$ cat src/gpcp_defines.vh
// Register offsets, field codes and reset values of the 16-pin I/O port.
`ifndef GPCP_DEFINES_VH
`define GPCP_DEFINES_VH

// ----------------------------------------------------------------------------
// Register byte offsets
// ----------------------------------------------------------------------------
`define GPCP_OFS_MODE      8'h00
`define GPCP_OFS_OTYPE     8'h04
`define GPCP_OFS_SPEED0    8'h08
`define GPCP_OFS_PULL      8'h0C
`define GPCP_OFS_INPUT     8'h10
`define GPCP_OFS_OUTLVL    8'h14
`define GPCP_OFS_SETCLR    8'h18
`define GPCP_OFS_FREEZE    8'h1C
`define GPCP_OFS_AFSEL0    8'h20
`define GPCP_OFS_AFSEL1    8'h24
`define GPCP_OFS_CLRONLY   8'h28
`define GPCP_OFS_TOGGLE    8'h2C
`define GPCP_OFS_SPEED1    8'h3C

// ----------------------------------------------------------------------------
// Reset values
// ----------------------------------------------------------------------------
`define GPCP_MODE_RST_A    32'h28000000
`define GPCP_SPEED0_RST_A  32'h0C000000
`define GPCP_PULL_RST_A    32'h24000000
`define GPCP_ZERO_RST      32'h00000000

// ----------------------------------------------------------------------------
// Field codes
// ----------------------------------------------------------------------------
`define GPCP_MODE_INPUT    2'h0
`define GPCP_MODE_OUTPUT   2'h1
`define GPCP_MODE_ALT      2'h2
`define GPCP_MODE_ANALOG   2'h3
`define GPCP_PULL_UP       2'h1
`define GPCP_PULL_DOWN     2'h2
`define GPCP_SPEED_50M     2'h3
`define GPCP_FREEZE_KEY    16

`endif

$ cat src/gpcp_port.v
// Sixteen-pin general-purpose I/O port with an AHB-Lite register slave.
//
// Operation
// - Two-bit mode: input, output, alternate, analog.
// - Mode resets debug pins alternate on port A.
// - Output-type bit: push-pull or open-drain.
// - Alternate mode: selected peripheral of sixteen drives.
// - Alternate driver follows selected peripheral signal.
// - Additional function overrides port, then releases.
// - Owning unit sets pin type automatically.
// - Input: driver off, pad sampled every cycle.
// - Receiver stays on except in analog.
// - Pulls apply in input, output, alternate.
// - Open-drain: drive low or release.
// - Push-pull: drive low or high.
// - Output register reads back last written value.
// - Input register shows actual pad level.
// - Analog: pulls, driver, receiver off, reads zero.
// - Lock freezes configuration fields until reset.
// - Toggle write inverts output in one cycle.
// - Set/clear register sets low, clears high.
// - Pull field: floating, up, down, reserved.
// - Speed field: 2M, 10M, 50M.
`timescale 1ns/100ps
`include "gpcp_defines.vh"

module gpcp_port #(
    parameter PORT_A = 1,
    parameter NPIN   = 16,
    parameter NFUNC  = 16
) (
    input  wire                   sys_clk,
    input  wire                   resetn,
    input  wire                   hsel,
    input  wire [7:0]             haddr,
    input  wire [1:0]             htrans,
    input  wire                   hwrite,
    input  wire [2:0]             hsize,
    input  wire                   hready,
    input  wire [31:0]            hwdata,
    output wire [31:0]            hrdata,
    output wire                   hreadyout,
    output wire                   hresp,
    input  wire [NPIN-1:0]        pad_in,
    output wire [NPIN-1:0]        pad_out,
    output wire [NPIN-1:0]        pad_oe,
    output wire [NPIN-1:0]        pad_input_en,
    output wire [NPIN-1:0]        pad_pull_up,
    output wire [NPIN-1:0]        pad_pull_down,
    output wire [2*NPIN-1:0]      pad_speed,
    output wire [NPIN-1:0]        pad_very_high_speed,
    input  wire [NPIN*NFUNC-1:0]  af_out,
    input  wire [NPIN*NFUNC-1:0]  af_oe,
    output wire [NPIN-1:0]        af_in,
    input  wire [NPIN-1:0]        addf_en,
    input  wire [NPIN-1:0]        addf_out,
    input  wire [NPIN-1:0]        addf_oe,
    input  wire [NPIN-1:0]        addf_analog
);

    // ------------------------------------------------------------------------
    // Bus slave
    // ------------------------------------------------------------------------
    reg  [31:0] mode_r, otype_r, speed0_r, pull_r, afsel0_r, afsel1_r, speed1_r;
    reg  [31:0] mode_nxt, otype_nxt, speed0_nxt, pull_nxt, afsel0_nxt, afsel1_nxt;
    reg  [31:0] speed1_nxt;
    reg  [15:0] outlvl_r;
    reg  [15:0] outlvl_nxt;
    reg  [15:0] input_r;
    reg  [15:0] sync1_r, sync2_r;
    reg  [15:0] frz_pins_r, frz_val_r;
    reg         frz_key_r;
    reg  [1:0]  frz_step_r;
    reg         wr_r;
    reg  [7:0]  addr_r;
    reg  [3:0]  be_r;
    reg  [3:0]  be_a;
    reg  [31:0] hrdata_r;
    reg  [31:0] rd_val;
    reg  [15:0] set_v, clr_v, tog_v;
    wire        acc_a;
    wire [31:0] wm;
    wire [31:0] lk2;
    wire [63:0] lk4;
    wire [31:0] wm2;
    wire [31:0] wm1;
    wire [31:0] wm4a;
    wire [31:0] wm4b;
    wire        wr_frz;
    wire [31:0] mode_rst;
    wire [31:0] speed0_rst;
    wire [31:0] pull_rst;

    assign mode_rst   = (PORT_A != 0) ? `GPCP_MODE_RST_A   : `GPCP_ZERO_RST;
    assign speed0_rst = (PORT_A != 0) ? `GPCP_SPEED0_RST_A : `GPCP_ZERO_RST;
    assign pull_rst   = (PORT_A != 0) ? `GPCP_PULL_RST_A   : `GPCP_ZERO_RST;

    assign acc_a     = hsel & htrans[1] & hready;
    assign hreadyout = 1'b1;
    assign hresp     = 1'b0;
    assign hrdata    = hrdata_r;
    assign wm        = {{8{be_r[3]}}, {8{be_r[2]}}, {8{be_r[1]}}, {8{be_r[0]}}};

    always @*
    begin
        case (hsize[1:0])
            2'h0:    be_a = 4'h1 << haddr[1:0];
            2'h1:    be_a = haddr[1] ? 4'hC : 4'h3;
            default: be_a = 4'hF;
        endcase
    end

    always @(posedge sys_clk)
    begin
        if (!resetn)
        begin
            wr_r   <= 1'b0;
            addr_r <= 8'h00;
            be_r   <= 4'h0;
        end
        else
        begin
            wr_r   <= acc_a & hwrite;
            addr_r <= {haddr[7:2], 2'h0};
            be_r   <= be_a;
        end
    end

    // ------------------------------------------------------------------------
    // Lock masks per pin
    // ------------------------------------------------------------------------
    genvar gi;
    generate
        for (gi = 0; gi < NPIN; gi = gi + 1)
        begin : g_lk
            assign lk2[2*gi+1:2*gi] = {2{frz_pins_r[gi]}};
            assign lk4[4*gi+3:4*gi] = {4{frz_pins_r[gi]}};
        end
    endgenerate

    // Only the locked pins lose their write lanes, the rest stay writable.
    assign wm2  = wm & ~lk2;
    assign wm1  = wm & {16'h0000, ~frz_pins_r};
    assign wm4a = wm & ~lk4[31:0];
    assign wm4b = wm & ~lk4[63:32];
    assign wr_frz = wr_r && (addr_r == `GPCP_OFS_FREEZE);

    always @*
    begin
        mode_nxt   = mode_r;
        otype_nxt  = otype_r;
        speed0_nxt = speed0_r;
        speed1_nxt = speed1_r;
        pull_nxt   = pull_r;
        afsel0_nxt = afsel0_r;
        afsel1_nxt = afsel1_r;
        outlvl_nxt = outlvl_r;
        set_v      = 16'h0000;
        clr_v      = 16'h0000;
        tog_v      = 16'h0000;
        if (wr_r)
        begin
            case (addr_r)
                `GPCP_OFS_MODE:    mode_nxt   = (mode_r & ~wm2) | (hwdata & wm2);
                `GPCP_OFS_OTYPE:   otype_nxt  = (otype_r & ~wm1) | (hwdata & wm1);
                `GPCP_OFS_SPEED0:  speed0_nxt = (speed0_r & ~wm2) | (hwdata & wm2);
                `GPCP_OFS_SPEED1:  speed1_nxt = (speed1_r & ~wm1) | (hwdata & wm1);
                `GPCP_OFS_PULL:    pull_nxt   = (pull_r & ~wm2) | (hwdata & wm2);
                `GPCP_OFS_AFSEL0:  afsel0_nxt = (afsel0_r & ~wm4a) | (hwdata & wm4a);
                `GPCP_OFS_AFSEL1:  afsel1_nxt = (afsel1_r & ~wm4b) | (hwdata & wm4b);
                `GPCP_OFS_OUTLVL:  outlvl_nxt = (outlvl_r & ~wm[15:0]) | (hwdata[15:0] & wm[15:0]);
                `GPCP_OFS_SETCLR:
                begin
                    set_v = hwdata[15:0] & wm[15:0];
                    clr_v = hwdata[31:16] & wm[31:16];
                end
                `GPCP_OFS_CLRONLY: clr_v = hwdata[15:0] & wm[15:0];
                `GPCP_OFS_TOGGLE:  tog_v = hwdata[15:0] & wm[15:0];
                default:           set_v = 16'h0000;
            endcase
        end
        // Set beats clear when both halves name the same pin.
        outlvl_nxt = ((outlvl_nxt & ~clr_v) | set_v) ^ tog_v;
    end

    always @(posedge sys_clk)
    begin
        if (!resetn)
        begin
            mode_r   <= mode_rst;
            otype_r  <= `GPCP_ZERO_RST;
            speed0_r <= speed0_rst;
            speed1_r <= `GPCP_ZERO_RST;
            pull_r   <= pull_rst;
            afsel0_r <= `GPCP_ZERO_RST;
            afsel1_r <= `GPCP_ZERO_RST;
            outlvl_r <= 16'h0000;
        end
        else
        begin
            mode_r   <= mode_nxt;
            otype_r  <= {16'h0000, otype_nxt[15:0]};
            speed0_r <= speed0_nxt;
            speed1_r <= {16'h0000, speed1_nxt[15:0]};
            pull_r   <= pull_nxt;
            afsel0_r <= afsel0_nxt;
            afsel1_r <= afsel1_nxt;
            outlvl_r <= outlvl_nxt;
        end
    end

    // ------------------------------------------------------------------------
    // Lock key sequence: key 1, key 0, key 1 with equal pin bits
    // ------------------------------------------------------------------------
    always @(posedge sys_clk)
    begin
        if (!resetn)
        begin
            frz_pins_r <= 16'h0000;
            frz_val_r  <= 16'h0000;
            frz_key_r  <= 1'b0;
            frz_step_r <= 2'h0;
        end
        else if (wr_frz && !frz_key_r)
        begin
            frz_val_r <= hwdata[15:0];
            if (frz_step_r == 2'h0 && hwdata[`GPCP_FREEZE_KEY])
                frz_step_r <= 2'h1;
            else if (frz_step_r == 2'h1 && !hwdata[`GPCP_FREEZE_KEY]
                     && hwdata[15:0] == frz_val_r)
                frz_step_r <= 2'h2;
            else if (frz_step_r == 2'h2 && hwdata[`GPCP_FREEZE_KEY]
                     && hwdata[15:0] == frz_val_r)
            begin
                frz_step_r <= 2'h0;
                frz_key_r  <= 1'b1;
                frz_pins_r <= hwdata[15:0];
            end
            else
                frz_step_r <= hwdata[`GPCP_FREEZE_KEY] ? 2'h1 : 2'h0;
        end
    end

    // ------------------------------------------------------------------------
    // Read data, taken from next values so a read right after a write is fresh, except the freeze and input registers
    // ------------------------------------------------------------------------
    always @*
    begin
        case ({haddr[7:2], 2'h0})
            `GPCP_OFS_MODE:    rd_val = mode_nxt;
            `GPCP_OFS_OTYPE:   rd_val = {16'h0000, otype_nxt[15:0]};
            `GPCP_OFS_SPEED0:  rd_val = speed0_nxt;
            `GPCP_OFS_SPEED1:  rd_val = {16'h0000, speed1_nxt[15:0]};
            `GPCP_OFS_PULL:    rd_val = pull_nxt;
            `GPCP_OFS_INPUT:   rd_val = {16'h0000, input_r};
            `GPCP_OFS_OUTLVL:  rd_val = {16'h0000, outlvl_nxt};
            `GPCP_OFS_FREEZE:  rd_val = {15'h0000, frz_key_r, frz_pins_r};
            `GPCP_OFS_AFSEL0:  rd_val = afsel0_nxt;
            `GPCP_OFS_AFSEL1:  rd_val = afsel1_nxt;
            default:           rd_val = 32'h00000000;
        endcase
    end

    always @(posedge sys_clk)
    begin
        if (!resetn)
            hrdata_r <= 32'h00000000;
        else if (acc_a && !hwrite)
            hrdata_r <= rd_val;
    end

    // ------------------------------------------------------------------------
    // Pad sampling
    // ------------------------------------------------------------------------
    wire [NPIN-1:0] rx_on;

    always @(posedge sys_clk)
    begin
        if (!resetn)
        begin
            sync1_r <= 16'h0000;
            sync2_r <= 16'h0000;
            input_r <= 16'h0000;
        end
        else
        begin
            sync1_r <= pad_in;
            sync2_r <= sync1_r;
            input_r <= sync2_r & rx_on;
        end
    end

    assign af_in = input_r;

    // ------------------------------------------------------------------------
    // Per-pin pad control
    // ------------------------------------------------------------------------
    reg [NPIN-1:0]   pout_r, poe_r, pie_r, ppu_r, ppd_r, pvh_r;
    reg [2*NPIN-1:0] pspd_r;
    wire [63:0]      afsel_all;

    assign afsel_all = {afsel1_r, afsel0_r};

    generate
        for (gi = 0; gi < NPIN; gi = gi + 1)
        begin : g_pin
            wire [1:0] md  = mode_r[2*gi+1:2*gi];
            wire [1:0] pl  = pull_r[2*gi+1:2*gi];
            wire [1:0] sp  = speed0_r[2*gi+1:2*gi];
            wire [3:0] fs  = afsel_all[4*gi+3:4*gi];
            wire       afo = af_out[gi*NFUNC + fs];
            wire       afe = af_oe[gi*NFUNC + fs];
            wire       ana = addf_en[gi] ? addf_analog[gi] : (md == `GPCP_MODE_ANALOG);
            wire       src = (md == `GPCP_MODE_ALT) ? afo : outlvl_r[gi];
            wire       drv = (md == `GPCP_MODE_OUTPUT) | ((md == `GPCP_MODE_ALT) & afe);
            wire       od  = otype_r[gi];

            assign rx_on[gi] = ~ana;

            always @(posedge sys_clk)
            begin
                if (!resetn)
                begin
                    pout_r[gi] <= 1'b0;
                    poe_r[gi]  <= 1'b0;
                    pie_r[gi]  <= 1'b0;
                    ppu_r[gi]  <= 1'b0;
                    ppd_r[gi]  <= 1'b0;
                    pvh_r[gi]  <= 1'b0;
                    pspd_r[2*gi+1:2*gi] <= 2'h0;
                end
                else if (addf_en[gi])
                begin
                    // The owning unit decides level, drive and analog; pulls and very high speed are off, speed stays from the speed field.
                    pout_r[gi] <= addf_out[gi];
                    poe_r[gi]  <= addf_oe[gi] & ~addf_analog[gi];
                    pie_r[gi]  <= ~addf_analog[gi];
                    ppu_r[gi]  <= 1'b0;
                    ppd_r[gi]  <= 1'b0;
                    pvh_r[gi]  <= 1'b0;
                    pspd_r[2*gi+1:2*gi] <= sp;
                end
                else
                begin
                    pout_r[gi] <= od ? 1'b0 : src;
                    poe_r[gi]  <= drv & ~ana & (~od | ~src);
                    pie_r[gi]  <= ~ana;
                    ppu_r[gi]  <= ~ana & (pl == `GPCP_PULL_UP);
                    ppd_r[gi]  <= ~ana & (pl == `GPCP_PULL_DOWN);
                    pvh_r[gi]  <= speed1_r[gi] & (sp == `GPCP_SPEED_50M);
                    pspd_r[2*gi+1:2*gi] <= sp;
                end
            end
        end
    endgenerate

    assign pad_out             = pout_r;
    assign pad_oe              = poe_r;
    assign pad_input_en        = pie_r;
    assign pad_pull_up         = ppu_r;
    assign pad_pull_down       = ppd_r;
    assign pad_speed           = pspd_r;
    assign pad_very_high_speed = pvh_r;

endmodule

$ cat config.mk
export PLATFORM = sky130hd
export DESIGN_NAME = gpcp_port
export DESIGN_NICKNAME = d
export VERILOG_FILES = /design/src/gpcp_port.v
export VERILOG_INCLUDE_DIRS = /design/src
export SDC_FILE = /design/constraint.sdc
export NUM_CORES = 1
export LEC_CHECK = 0
export ABC_AREA = 1
export BUFFER_PORTS_ARGS = -buffer_cell sky130_fd_sc_hd__buf_2
export CAP_MARGIN = 20
export CORE_AREA = 3 3 316 318
export DETAILED_ROUTE_END_ITERATION = 10
export DIE_AREA = 0 0 319 321
export PLACE_DENSITY = 0.59
export SETUP_SLACK_MARGIN = 0.1
export SYNTH_ARGS = -nofsm -noshare
export SYNTH_HDL_FRONTEND = slang
export SYNTH_SLANG_ARGS = --single-unit
$ cat constraint.sdc
create_clock -name sys_clk -period 4.8 [get_ports sys_clk]
set_input_delay 0.48 -clock sys_clk [delete_from_list [all_inputs] [get_ports sys_clk]]
set_output_delay 0.48 -clock sys_clk [all_outputs]
set_load 0.005 [all_outputs]
Word level (Yosys, flattened, before mapping):

Index checks and enable logic that the tools add are counted.

* flip-flop bits (word level): 464
* input port bits: 642
* output and inout port bits: 178
* word-level logic and storage cells: 759

* add/sub/neg operators: 15
* $lt $le $gt $ge: 16
* equal/unequal tests: 120
* shift-type cells: 1
* multiplexer cells: 189
* bitwise logic cells: 254
* reductions and logical operators: 32

Operators by type and width (count)
* 32-bit AND: 11
* 32-bit 2-to-1 mux: 10
* 32-bit case mux with 10 select lines: 1
* 1-bit binary-select mux with 8-bit select: 30
* 32-bit NOT: 6
* 16-bit 2-to-1 mux: 11
* 32-bit bitwise OR: 5
* 16-bit AND: 9
* 2-bit equality test, second input constant: 65
* 1-bit 2-to-1 mux: 130
* 1-bit AND: 115
* 8-bit by 4-bit adder with 9-bit output, first input constant: 8
* 9-bit < comparator, second input constant: 8
* 2-bit by 1-bit equality test with 1-bit output, second input constant: 34
* 1-bit NOT: 67
* 16-bit NOT: 4
* 16-bit bitwise OR: 4
* 8-bit by 6-bit equality test with 1-bit output, second input constant: 5
* 8-bit by 9-bit < comparator with 1-bit output, second input constant: 4
* 7-bit by 4-bit adder with 8-bit output, first input constant: 4
* 1-bit bitwise OR: 32
* 16-bit case mux with 2 select lines: 1
* 2-bit OR reduction: 16
* 8-bit by 5-bit equality test with 1-bit output, second input constant: 3
* 24 further kinds: 44

Logic depth before layout (Yosys ltp):

Gate-level depths: netlist of the first run.

* word-level depth: 9
* mapped depth: 15
* mapped depth without buffers: 14

Least setup slack after synthesis of the first run:

Ideal clock, no wire load.

* path kind: input -> register
* from: input port hwdata[8]
* to: register frz_pins_r[10]
* setup time: 0.132 ns
* arrival: 1.833 ns
* slack: 2.835 ns
* stages: 9
* buffers on the path: 2
* cells stage by stage: clkbuf_1 xnor2_1 nand3_1 or2_1 nor3_4 nand3_4 clkbuf_1 nand2_1 a21oi_1

* cells in the longest elaborated chain, start to end: 4
* elaborated cells on any way between the ends: 5
* those cells by class: eq/ne (1); bitwise (1); reduce/logical (3)

Ends and longest elaborated chain
* start, declared: RTL line gpcp_port.v:40 `input wire [31:0] hwdata,`
* 16-bit equality test (*): RTL line gpcp_port.v:230, gpcp_port.v:233
* 1-bit logical AND: RTL line gpcp_port.v:229 `` else if (frz_step_r == 2'h1 && !hwdata[`GPCP_FREEZE_KEY] ``
* 1-bit NOT (no line)
* 4-bit AND reduction (no line) (*)
* end signal, assigned: RTL line gpcp_port.v:237 `frz_pins_r <= hwdata[15:0];`
* end, declared: RTL line gpcp_port.v:71 `reg [15:0] frz_pins_r, frz_val_r;`

Every way passes the cells marked *; elsewhere a longest branch is shown, timed or not.
A chain may end at the register's enable or synchronous reset.

Worst setup path after layout of the first run:

* from: register wr_r
* to: register frz_pins_r[6]

* cells in the longest elaborated chain, start to end: 3

Ends and longest elaborated chain
* start, declared: RTL line gpcp_port.v:74 `reg wr_r;`
* start signal, assigned: RTL line gpcp_port.v:123 `wr_r <= acc_a & hwrite;`
* 1-bit logical AND: RTL line gpcp_port.v:146 `` assign wr_frz = wr_r && (addr_r == `GPCP_OFS_FREEZE); ``
* 1-bit logical AND: RTL line gpcp_port.v:224 `else if (wr_frz && !frz_key_r)`
* 4-bit AND reduction (no line)

Every way passes these cells.

==> reports/qor.yml, run 1 <==
outcome:
  status: "completed"
cells_and_area:
  syn2layout_area_growth_pct: 28.0
  seq_area_um2: 9250
  fin_util_pct: 33.8
  drive_gt1_share_pct: 20.3
  num-fill-cells: 10800
  multi_input_area_um2: 13800
  layout.nets: 5553
setup_path:
  slowest_stage: "dfxtp_1"
  r2r_start: "wr_r$_SDFF_PN0_"
  crit_family: "simple AND/OR/NAND/NOR gates"
  r2r_end: "frz_pins_r[6]$_SDFFE_PN0P_"
  end_kind: "flop"
  crit_fanout: 33
  ff2ff_setup_slack_ns: 1.71
  crit_buf_inv: 3
  worstPathArrival_ns: 3.64
  worst-setup-path-type: "reg -> reg"
  slowest_delay_ns: 0.53
  rr_worst_depth: 8
  crit_required_ns: 5.35
  cp_cell_sequence: "inv_1 -> nor2_8 -> nand3_1 -> inv_2 -> nand3_4 -> clkinv_2 -> nand2_1 -> a21oi_1"
  startpoint_type: "flop"
global_route:
  grt_max_degree: 135
  grt-ovfl-total: 0
  grt_pass1_wl_um: 192000
  grt_use_total_pct: 25.2
  grt_pass1_vias: 28800
  antenna_found_initial: 32
cts:
  htree_levels: 2
  root_buffer: "clkbuf_16"
  clkLatencyLatePin_ns: 0.62
  cts_buffer_depth: 3
  clock_sinks: 462
  ctsResizeCount: 0
  cts_buffers: 54
  clkTransAtPathRegs_ns: 0.07
  cts_tree: "yes"
synthesis:
  synth_top_area_share_pct: 36.1
  synth_area_leaders: "dfxtp_1 (36%), nand2_1 (19%), nand3_1 (9.5%)"
  synth-simple-area-share_pct: 41.4
  synth_fp_nets: 4836
  synth_cells: 4194
  muxShareOfSynthArea_pct: 0
  yosysSeqAreaShare_pct: 36.1
  synthAdderAreaFrac_pct: 0
  synth_warnings: 0
  synth-edff-count: 0
  syn_avg_cell_area_um2: 6.10
  synth-main-ff-cell: "dfxtp_1"
  synth_top_cell_by_area: "dfxtp_1"
  synth_xor_area_share_pct: 0.411
  synth_compound_area_share_pct: 12.0
  syn_area_um2: 25600
  ys_seq_elements: 462
  synth_top_family_by_area: "simple AND/OR/NAND/NOR gates"
  synth-async-reset-ratio_pct: 0
  synth_cell_types: 41
timing:
  setup_viol: 0
  min_period_ns: 3.09
  fmax_mhz: 324
  worstMarginPinSlew_ns: 1.06
  skew_ns: 0.0182
  relSlewSlack_pct: 29.5
  setup_slack_ns: 1.71
  setup_tns_ns: 0
  slew_viol_final: 0
  rsz0062_at_grt: "false"
  final_hold_viol_count: 0
  fin_crit_sh_pct: 64.4
detailed_routing:
  wl_per_cell_um: 21.8
  wl_met1_um: 55100
  drt_iter0_drc: 2729
  drc_errors: 0
  first_pass_iters: 6
  drt.antenna.violating_nets: 0
  viasPerCell: 4.96
  dr_wl_met2_um: 64800
  wl_um: 136000
  maxUsedRoutingLayer: "met5"
  wl_met3_um: 10100
  routed-via-count: 31000
worst_hold_path:
  hold_start: "pad_in[3]"
  hold_end: "sync1_r[3]$_SDFF_PN0_"
  whs_path_depth: 3
  hp-class: "in -> reg"
floorplanning:
  die_h_um: 321
  io_pins: 820
  row_count: 114
  fp.dieW_um: 319
  start_util_pct: 26.4
  die_area_um2: 102000
  core_area_um2: 96900
pwr:
  pwr-share-seq_pct: 41.6
  cellPowerDensity_nw_per_um2: 286
  clockPowerShare_pct: 49.8
  finalPower_mw: 9.37
  p_comb_share_pct: 8.6
  p_sw_share_pct: 25.2
  p_int_mw: 7.01
  p_sw_mw: 2.36
  p_leak_nw: 15.9
  ir_worst_vdd_mv: 0.243
place:
  globalplace.congestion: 0.967
  port_buffers: 815
  place_ws_ns: 1.59
  dp_hpwl_um: 107000
run:
  cap_viol_max_count: 0
-- tightest hold or removal path, stage by stage --
cell	delay, ns
buf_2	0.07
nand2_1	0.04
inv_1	0.04
-- metrics by stage --
stage               cells  area [um^2]  hold slack, ns
global placement     6128        30700           0.392
floorplan            4194        25600           0.390
global route         6242        32800          0.0311
CTS                  6231        32700          0.0122
finish               6246        32800          0.0404
detailed placement   6128        30700           0.399
-- worst max-delay path by stage --
stage,depth (start not counted),slack [ns],startpoint,end
after detailed placement,10,1.59,haddr[7],hrdata[30]$_SDFFE_PN0P_
final,8,1.71,wr_r$_SDFF_PN0_,frz_pins_r[6]$_SDFFE_PN0P_
after global routing,8,1.53,wr_r$_SDFF_PN0_,frz_pins_r[9]$_SDFFE_PN0P_
after global placement,10,1.62,haddr[7],hrdata[30]$_SDFFE_PN0P_
after CTS,11,1.83,addr_r[7]$_SDFF_PN0_,hrdata[6]$_SDFFE_PN0P_
after floorplan,9,2.83,hwdata[8],frz_pins_r[10]$_SDFFE_PN0P_
-- cell usage in the layout (no fill, tap or decap), types with 4 or more instances in the layout --
cell type,instances
a21oi_1,159
a22oi_1,27
buf_2,814
buf_4,29
bufinv_16,12
clkbuf_1,7
clkbuf_16,54
clkbuf_8,7
clkinv_1,15
clkinv_2,10
clkinv_4,4
clkinvlp_4,5
dfxtp_1,462
diode_2,15
inv_1,439
inv_2,11
nand2_1,1278
nand3_1,488
nand3b_1,5
nand4_1,41
nor2_1,596
nor2_2,15
nor2_4,11
nor3_1,10
nor3_2,4
nor3b_1,16
nor4_1,31
o2111ai_1,6
o211ai_1,99
o21ai_0,221
o21ai_1,16
o22ai_1,10
or2_2,15
xnor2_1,6
xor2_1,6
-- cells by family after synthesis --
kind of cell    count (synthesis)
simple gates                 2523
buf+inv                       653
compound gates                542
flops                         462
xor+xnor                       12
other cells                     2
-- sequential cells by signal, indices dropped and copies added (netlist names), 32 cells and up --
name and count:
afsel0_r 32, mode_r 32, pad_speed 32, speed0_r 32
afsel1_r 32, pull_r 32, hrdata 32
-- power groups by stage --
stage | Combinational (mW) | Clock (mW) | Sequential, mW
after floorplan | 0.301 | 0 | 3.98
after global placement | 0.794 | 0 | 3.99
after detailed placement | 0.797 | 0 | 3.99
after CTS | 0.803 | 4.76 | 3.90
after global routing | 0.876 | 4.90 | 3.90
final | 0.807 | 4.66 | 3.90
-- cell usage after synthesis, types with 6 or more instances --
library cell,number
a21oi_1,159
a22oi_1,27
buf_2,53
buf_4,9
clkbuf_1,119
clkinv_1,16
dfxtp_1,462
inv_1,440
inv_2,10
nand2_1,1278
nand3_1,488
nand4_1,41
nor2_1,600
nor2_2,14
nor2_4,8
nor3_1,11
nor3b_1,16
nor4_1,31
o2111ai_1,6
o211ai_1,99
o21ai_0,221
o21ai_1,16
o22ai_1,10
or2_2,15
xnor2_1,6
xor2_1,6
-- layout make-up --
cell class | count | share of cell area (%)
Multi-Input combinational cell | 3079 | 42.1
Sequential cell | 462 | 28.2
Timing Repair Buffer | 847 | 13.2
Inverter | 467 | 5.38
Tap cell | 1276 | 4.87
Clock buffer | 68 | 4.50
Clock inverter | 32 | 1.53
Antenna cell | 15 | 0.115
-- timing repair --
action	in CTS	in global routing
setup buffers	0	0
hold buffers	3	0
endpoints found under the hold margin	3	0
-- per-layer routing --
metal	GRT usage, %	vias up
met4	10.5	12
li1	-	14900
met5	0	-
met3	4.84	256
met1	30.9	14500
met2	43.2	1294
Note: power is estimated with default switching activity, not from simulation.
==> inputs of run 2 (changes only) <==
- PLACE_DENSITY: 0.59 -> 0.6
- clock period: 4.8 -> 2.59 ns (I/O delays scaled with it)
==> run 2 against run 1 <==
Against the previous run:
- register-to-register slack worse by 1.5 ns
- final cell count grew 2.9%
- first-iteration DRC count up 0.88%
- largest cell class unchanged
==> reports/qor.yml, run 2 (synthesis results as in run 1) <==
outcome:
  status: "completed"  # unchanged
pwr:
  ir_worst_vdd_mv: 0.499  # was 0.243 mV
  cellPowerDensity_nw_per_um2: 510  # was 286 nW/um^2
  finalPower_mw: 17.7  # was 9.37 mW
  p_leak_nw: 16.8  # was 15.9 nW
setup_path:
  slowest_stage: "dlygate4sd3_1"  # was dfxtp_1
  worstPathArrival_ns: 2.94  # was 3.64 ns
  cp_cell_sequence: "dlygate4sd3_1 -> buf_2 -> nor2_2 -> nand3_1 -> nor2_2 -> nand3_1 -> nand2_1 -> inv_1 -> nand2_1 -> nor2_1 -> nand2_1 -> nand2_1 -> a21oi_1"  # was inv_1 -> nor2_8 -> nand3_1 -> inv_2 -> nand3_4 -> clkinv_2 -> nand2_1 -> a21oi_1
  crit_fanout: 12  # was 33
  crit_required_ns: 3.14  # was 5.35 ns
  rr_worst_depth: 12  # was 8
  crit_top_cell: "nand2_1"
  crit_buf_inv: 3  # unchanged
  r2r_end: "hrdata[11]$_SDFFE_PN0P_"  # was frz_pins_r[6]$_SDFFE_PN0P_
  r2r_start: "addr_r[4]$_SDFF_PN0_"  # was wr_r$_SDFF_PN0_
  worst-setup-path-type: "in -> reg"  # was reg -> reg
  startpoint_type: "input pin"  # was flop
  slowest_delay_ns: 0.57  # was 0.53 ns
  cp.depth: 13  # was 8
  end_kind: "flop"  # unchanged
  ff2ff_setup_slack_ns: 0.22  # was 1.71 ns
  crit_family: "simple AND/OR/NAND/NOR gates"  # unchanged
detailed_routing:
  wl_met1_um: 54600  # was 55,100 um
  maxUsedRoutingLayer: "met5"  # unchanged
  drt.antenna.violating_nets: 0  # unchanged
  wl_met3_um: 11000  # was 10,100 um
  first_pass_iters: 8  # was 6
  drt_iter0_drc: 2753  # was 2,729
  routed-via-count: 31800  # was 31,000
  drc_errors: 0  # unchanged
  wl_um: 138000  # was 136,000 um
  viasPerCell: 4.95  # was 4.96
  wl_per_cell_um: 21.5  # was 21.8 um
  dr_wl_met2_um: 66600  # was 64,800 um
cts:
  cts_buffers: 54  # unchanged
  htree_levels: 2  # unchanged
  cts_buffer_depth: 3  # unchanged
  clkLatencyLatePin_ns: 0.64  # was 0.62 ns
  cts_tree: "yes"  # unchanged
  clock_sinks: 462  # unchanged
  clkTransAtPathRegs_ns: 0.06  # was 0.07 ns
  root_buffer: "clkbuf_16"  # unchanged
timing:
  setup_tns_ns: 0  # unchanged
  fin_crit_sh_pct: 92.4
  rsz0062_at_grt: "true"  # was false
  min_period_ns: 2.39
  skew_ns: 0.0466  # was 0.0182 ns
  worstMarginPinSlew_ns: 0.789  # was 1.06 ns
  fmax_mhz: 418
  final_hold_viol_count: 0  # unchanged
  relSlewSlack_pct: 47.4  # was 29.5%
  slew_viol_final: 0  # unchanged
  setup_viol: 0  # unchanged
cells_and_area:
  syn2layout_area_growth_pct: 35.3  # was 28.0%
  multi_input_area_um2: 13800  # about the same
  seq_area_um2: 9250  # about the same
  instances_no_fill: 6429  # was 6,246
  layout.nets: 5742  # was 5,553
  mostFrequentLayoutCell: "nand2_1"  # unchanged
  num-fill-cells: 10700  # was 10,800
  final_cell_mix: "nand2_1 (1,278), buf_2 (814), nor2_1 (597), nand3_1 (488), dfxtp_1 (460)"  # was nand2_1 (1,278), buf_2 (814), nor2_1 (596), nand3_1 (488), dfxtp_1 (462)
  drive_gt1_share_pct: 21.3  # was 20.3%
global_route:
  grt_max_degree: 116  # was 135
  grt_use_total_pct: 25.7  # was 25.2%
  grt_pass1_wl_um: 197000  # was 192,000 um
  antenna_found_initial: 16  # was 32
  grt-ovfl-total: 0  # unchanged
  grt_pass1_vias: 30000  # was 28,800
place:
  globalplace.congestion: 0.981  # was 0.967
  port_buffers: 815  # unchanged
  dp_hpwl_um: 110000  # was 107,000 um
  dp_cells: 6208  # was 6,128
worst_hold_path:
  whs_path_depth: 4  # was 3
  hp-class: "in -> reg"  # unchanged
  hold_end: "pad_pull_down[0]$_SDFF_PP0_"  # was sync1_r[3]$_SDFF_PN0_
  hold_start: "addf_en[0]"  # was pad_in[3]
floorplanning:
  io_pins: 820  # unchanged
  die_h_um: 321  # unchanged
  fp.dieW_um: 319  # unchanged
  row_count: 114  # unchanged
  core_area_um2: 96900  # unchanged
  die_area_um2: 102000  # unchanged
  start_util_pct: 26.4  # unchanged
run:
  cap_viol_max_count: 0  # unchanged
[run 2: metal layers]
layer	global-route usage (%)	up-vias
met1	31.5	14900
met4	10.5	10
li1	-	15300
met3	4.25	233
met2	44.7	1402
met5	0	-
[run 2: how the worst max path moves through the flow]
| stage | start | slack, ns | to |
|---|---|---|---|
| floorplan | hwdata[8] | 0.85 | frz_pins_r[10]$_SDFFE_PN0P_ |
| CTS | wr_r$_SDFF_PN0_ | 0.16 | hrdata[3]$_SDFFE_PN0P_ |
| detailed placement | wr_r$_SDFF_PN0_ | 0.14 | hrdata[12]$_SDFFE_PN0P_ |
| global placement | wr_r$_SDFF_PN0_ | 0.21 | hrdata[13]$_SDFFE_PN0P_ |
| global route | haddr[7] | 0.06 | hrdata[8]$_SDFFE_PN0P_ |
| finish | haddr[7] | 0.20 | hrdata[9]$_SDFFE_PN0P_ |
[run 2: stage by stage]
step / area, um^2 / utilization, % / hold WS [ns] / worst slack, ns
global route: 34600 / 35.8 / 0.0283 / 0.0557
CTS: 34500 / 35.7 / 0.00127 / 0.160
finish: 34600 / 35.8 / 0.0307 / 0.196
global placement: 31500 / 32.5 / 0.394 / 0.208
detailed placement: 31500 / 32.5 / 0.396 / 0.141
floorplan: 25600 / - / 0.336 / 0.846
[run 2: tightest hold or removal path: stages]
cell and delay, ns:
buf_2 0.12, inv_1 0.06, nand2_1 0.11, nor4_1 0.06
[run 2: final cells by class]
cell class,instances,share of cell area (%)
repair buffers,1036,17.8
well taps,1276,4.61
diodes,8,0.0578
inverters,467,5.09
multi-input cells,3079,39.9
clock inverters,32,1.42
flip-flops and latches,462,26.7
clock buffers,69,4.39
[run 2: what timing repair did]
action,4_1_cts,5_1_grt
endpoints found under the setup margin,0,29
buffers inserted,0,6
endpoints found under the hold margin,74,0
hold buffers,106,0
gates resized for setup,0,3
[run 2: report_power, final]
part / switching (mW) / internal, mW
logic: 0.984 / 0.713
clock network: 3.38 / 5.35
registers: 0.0415 / 7.19
total: 4.41 / 13.2
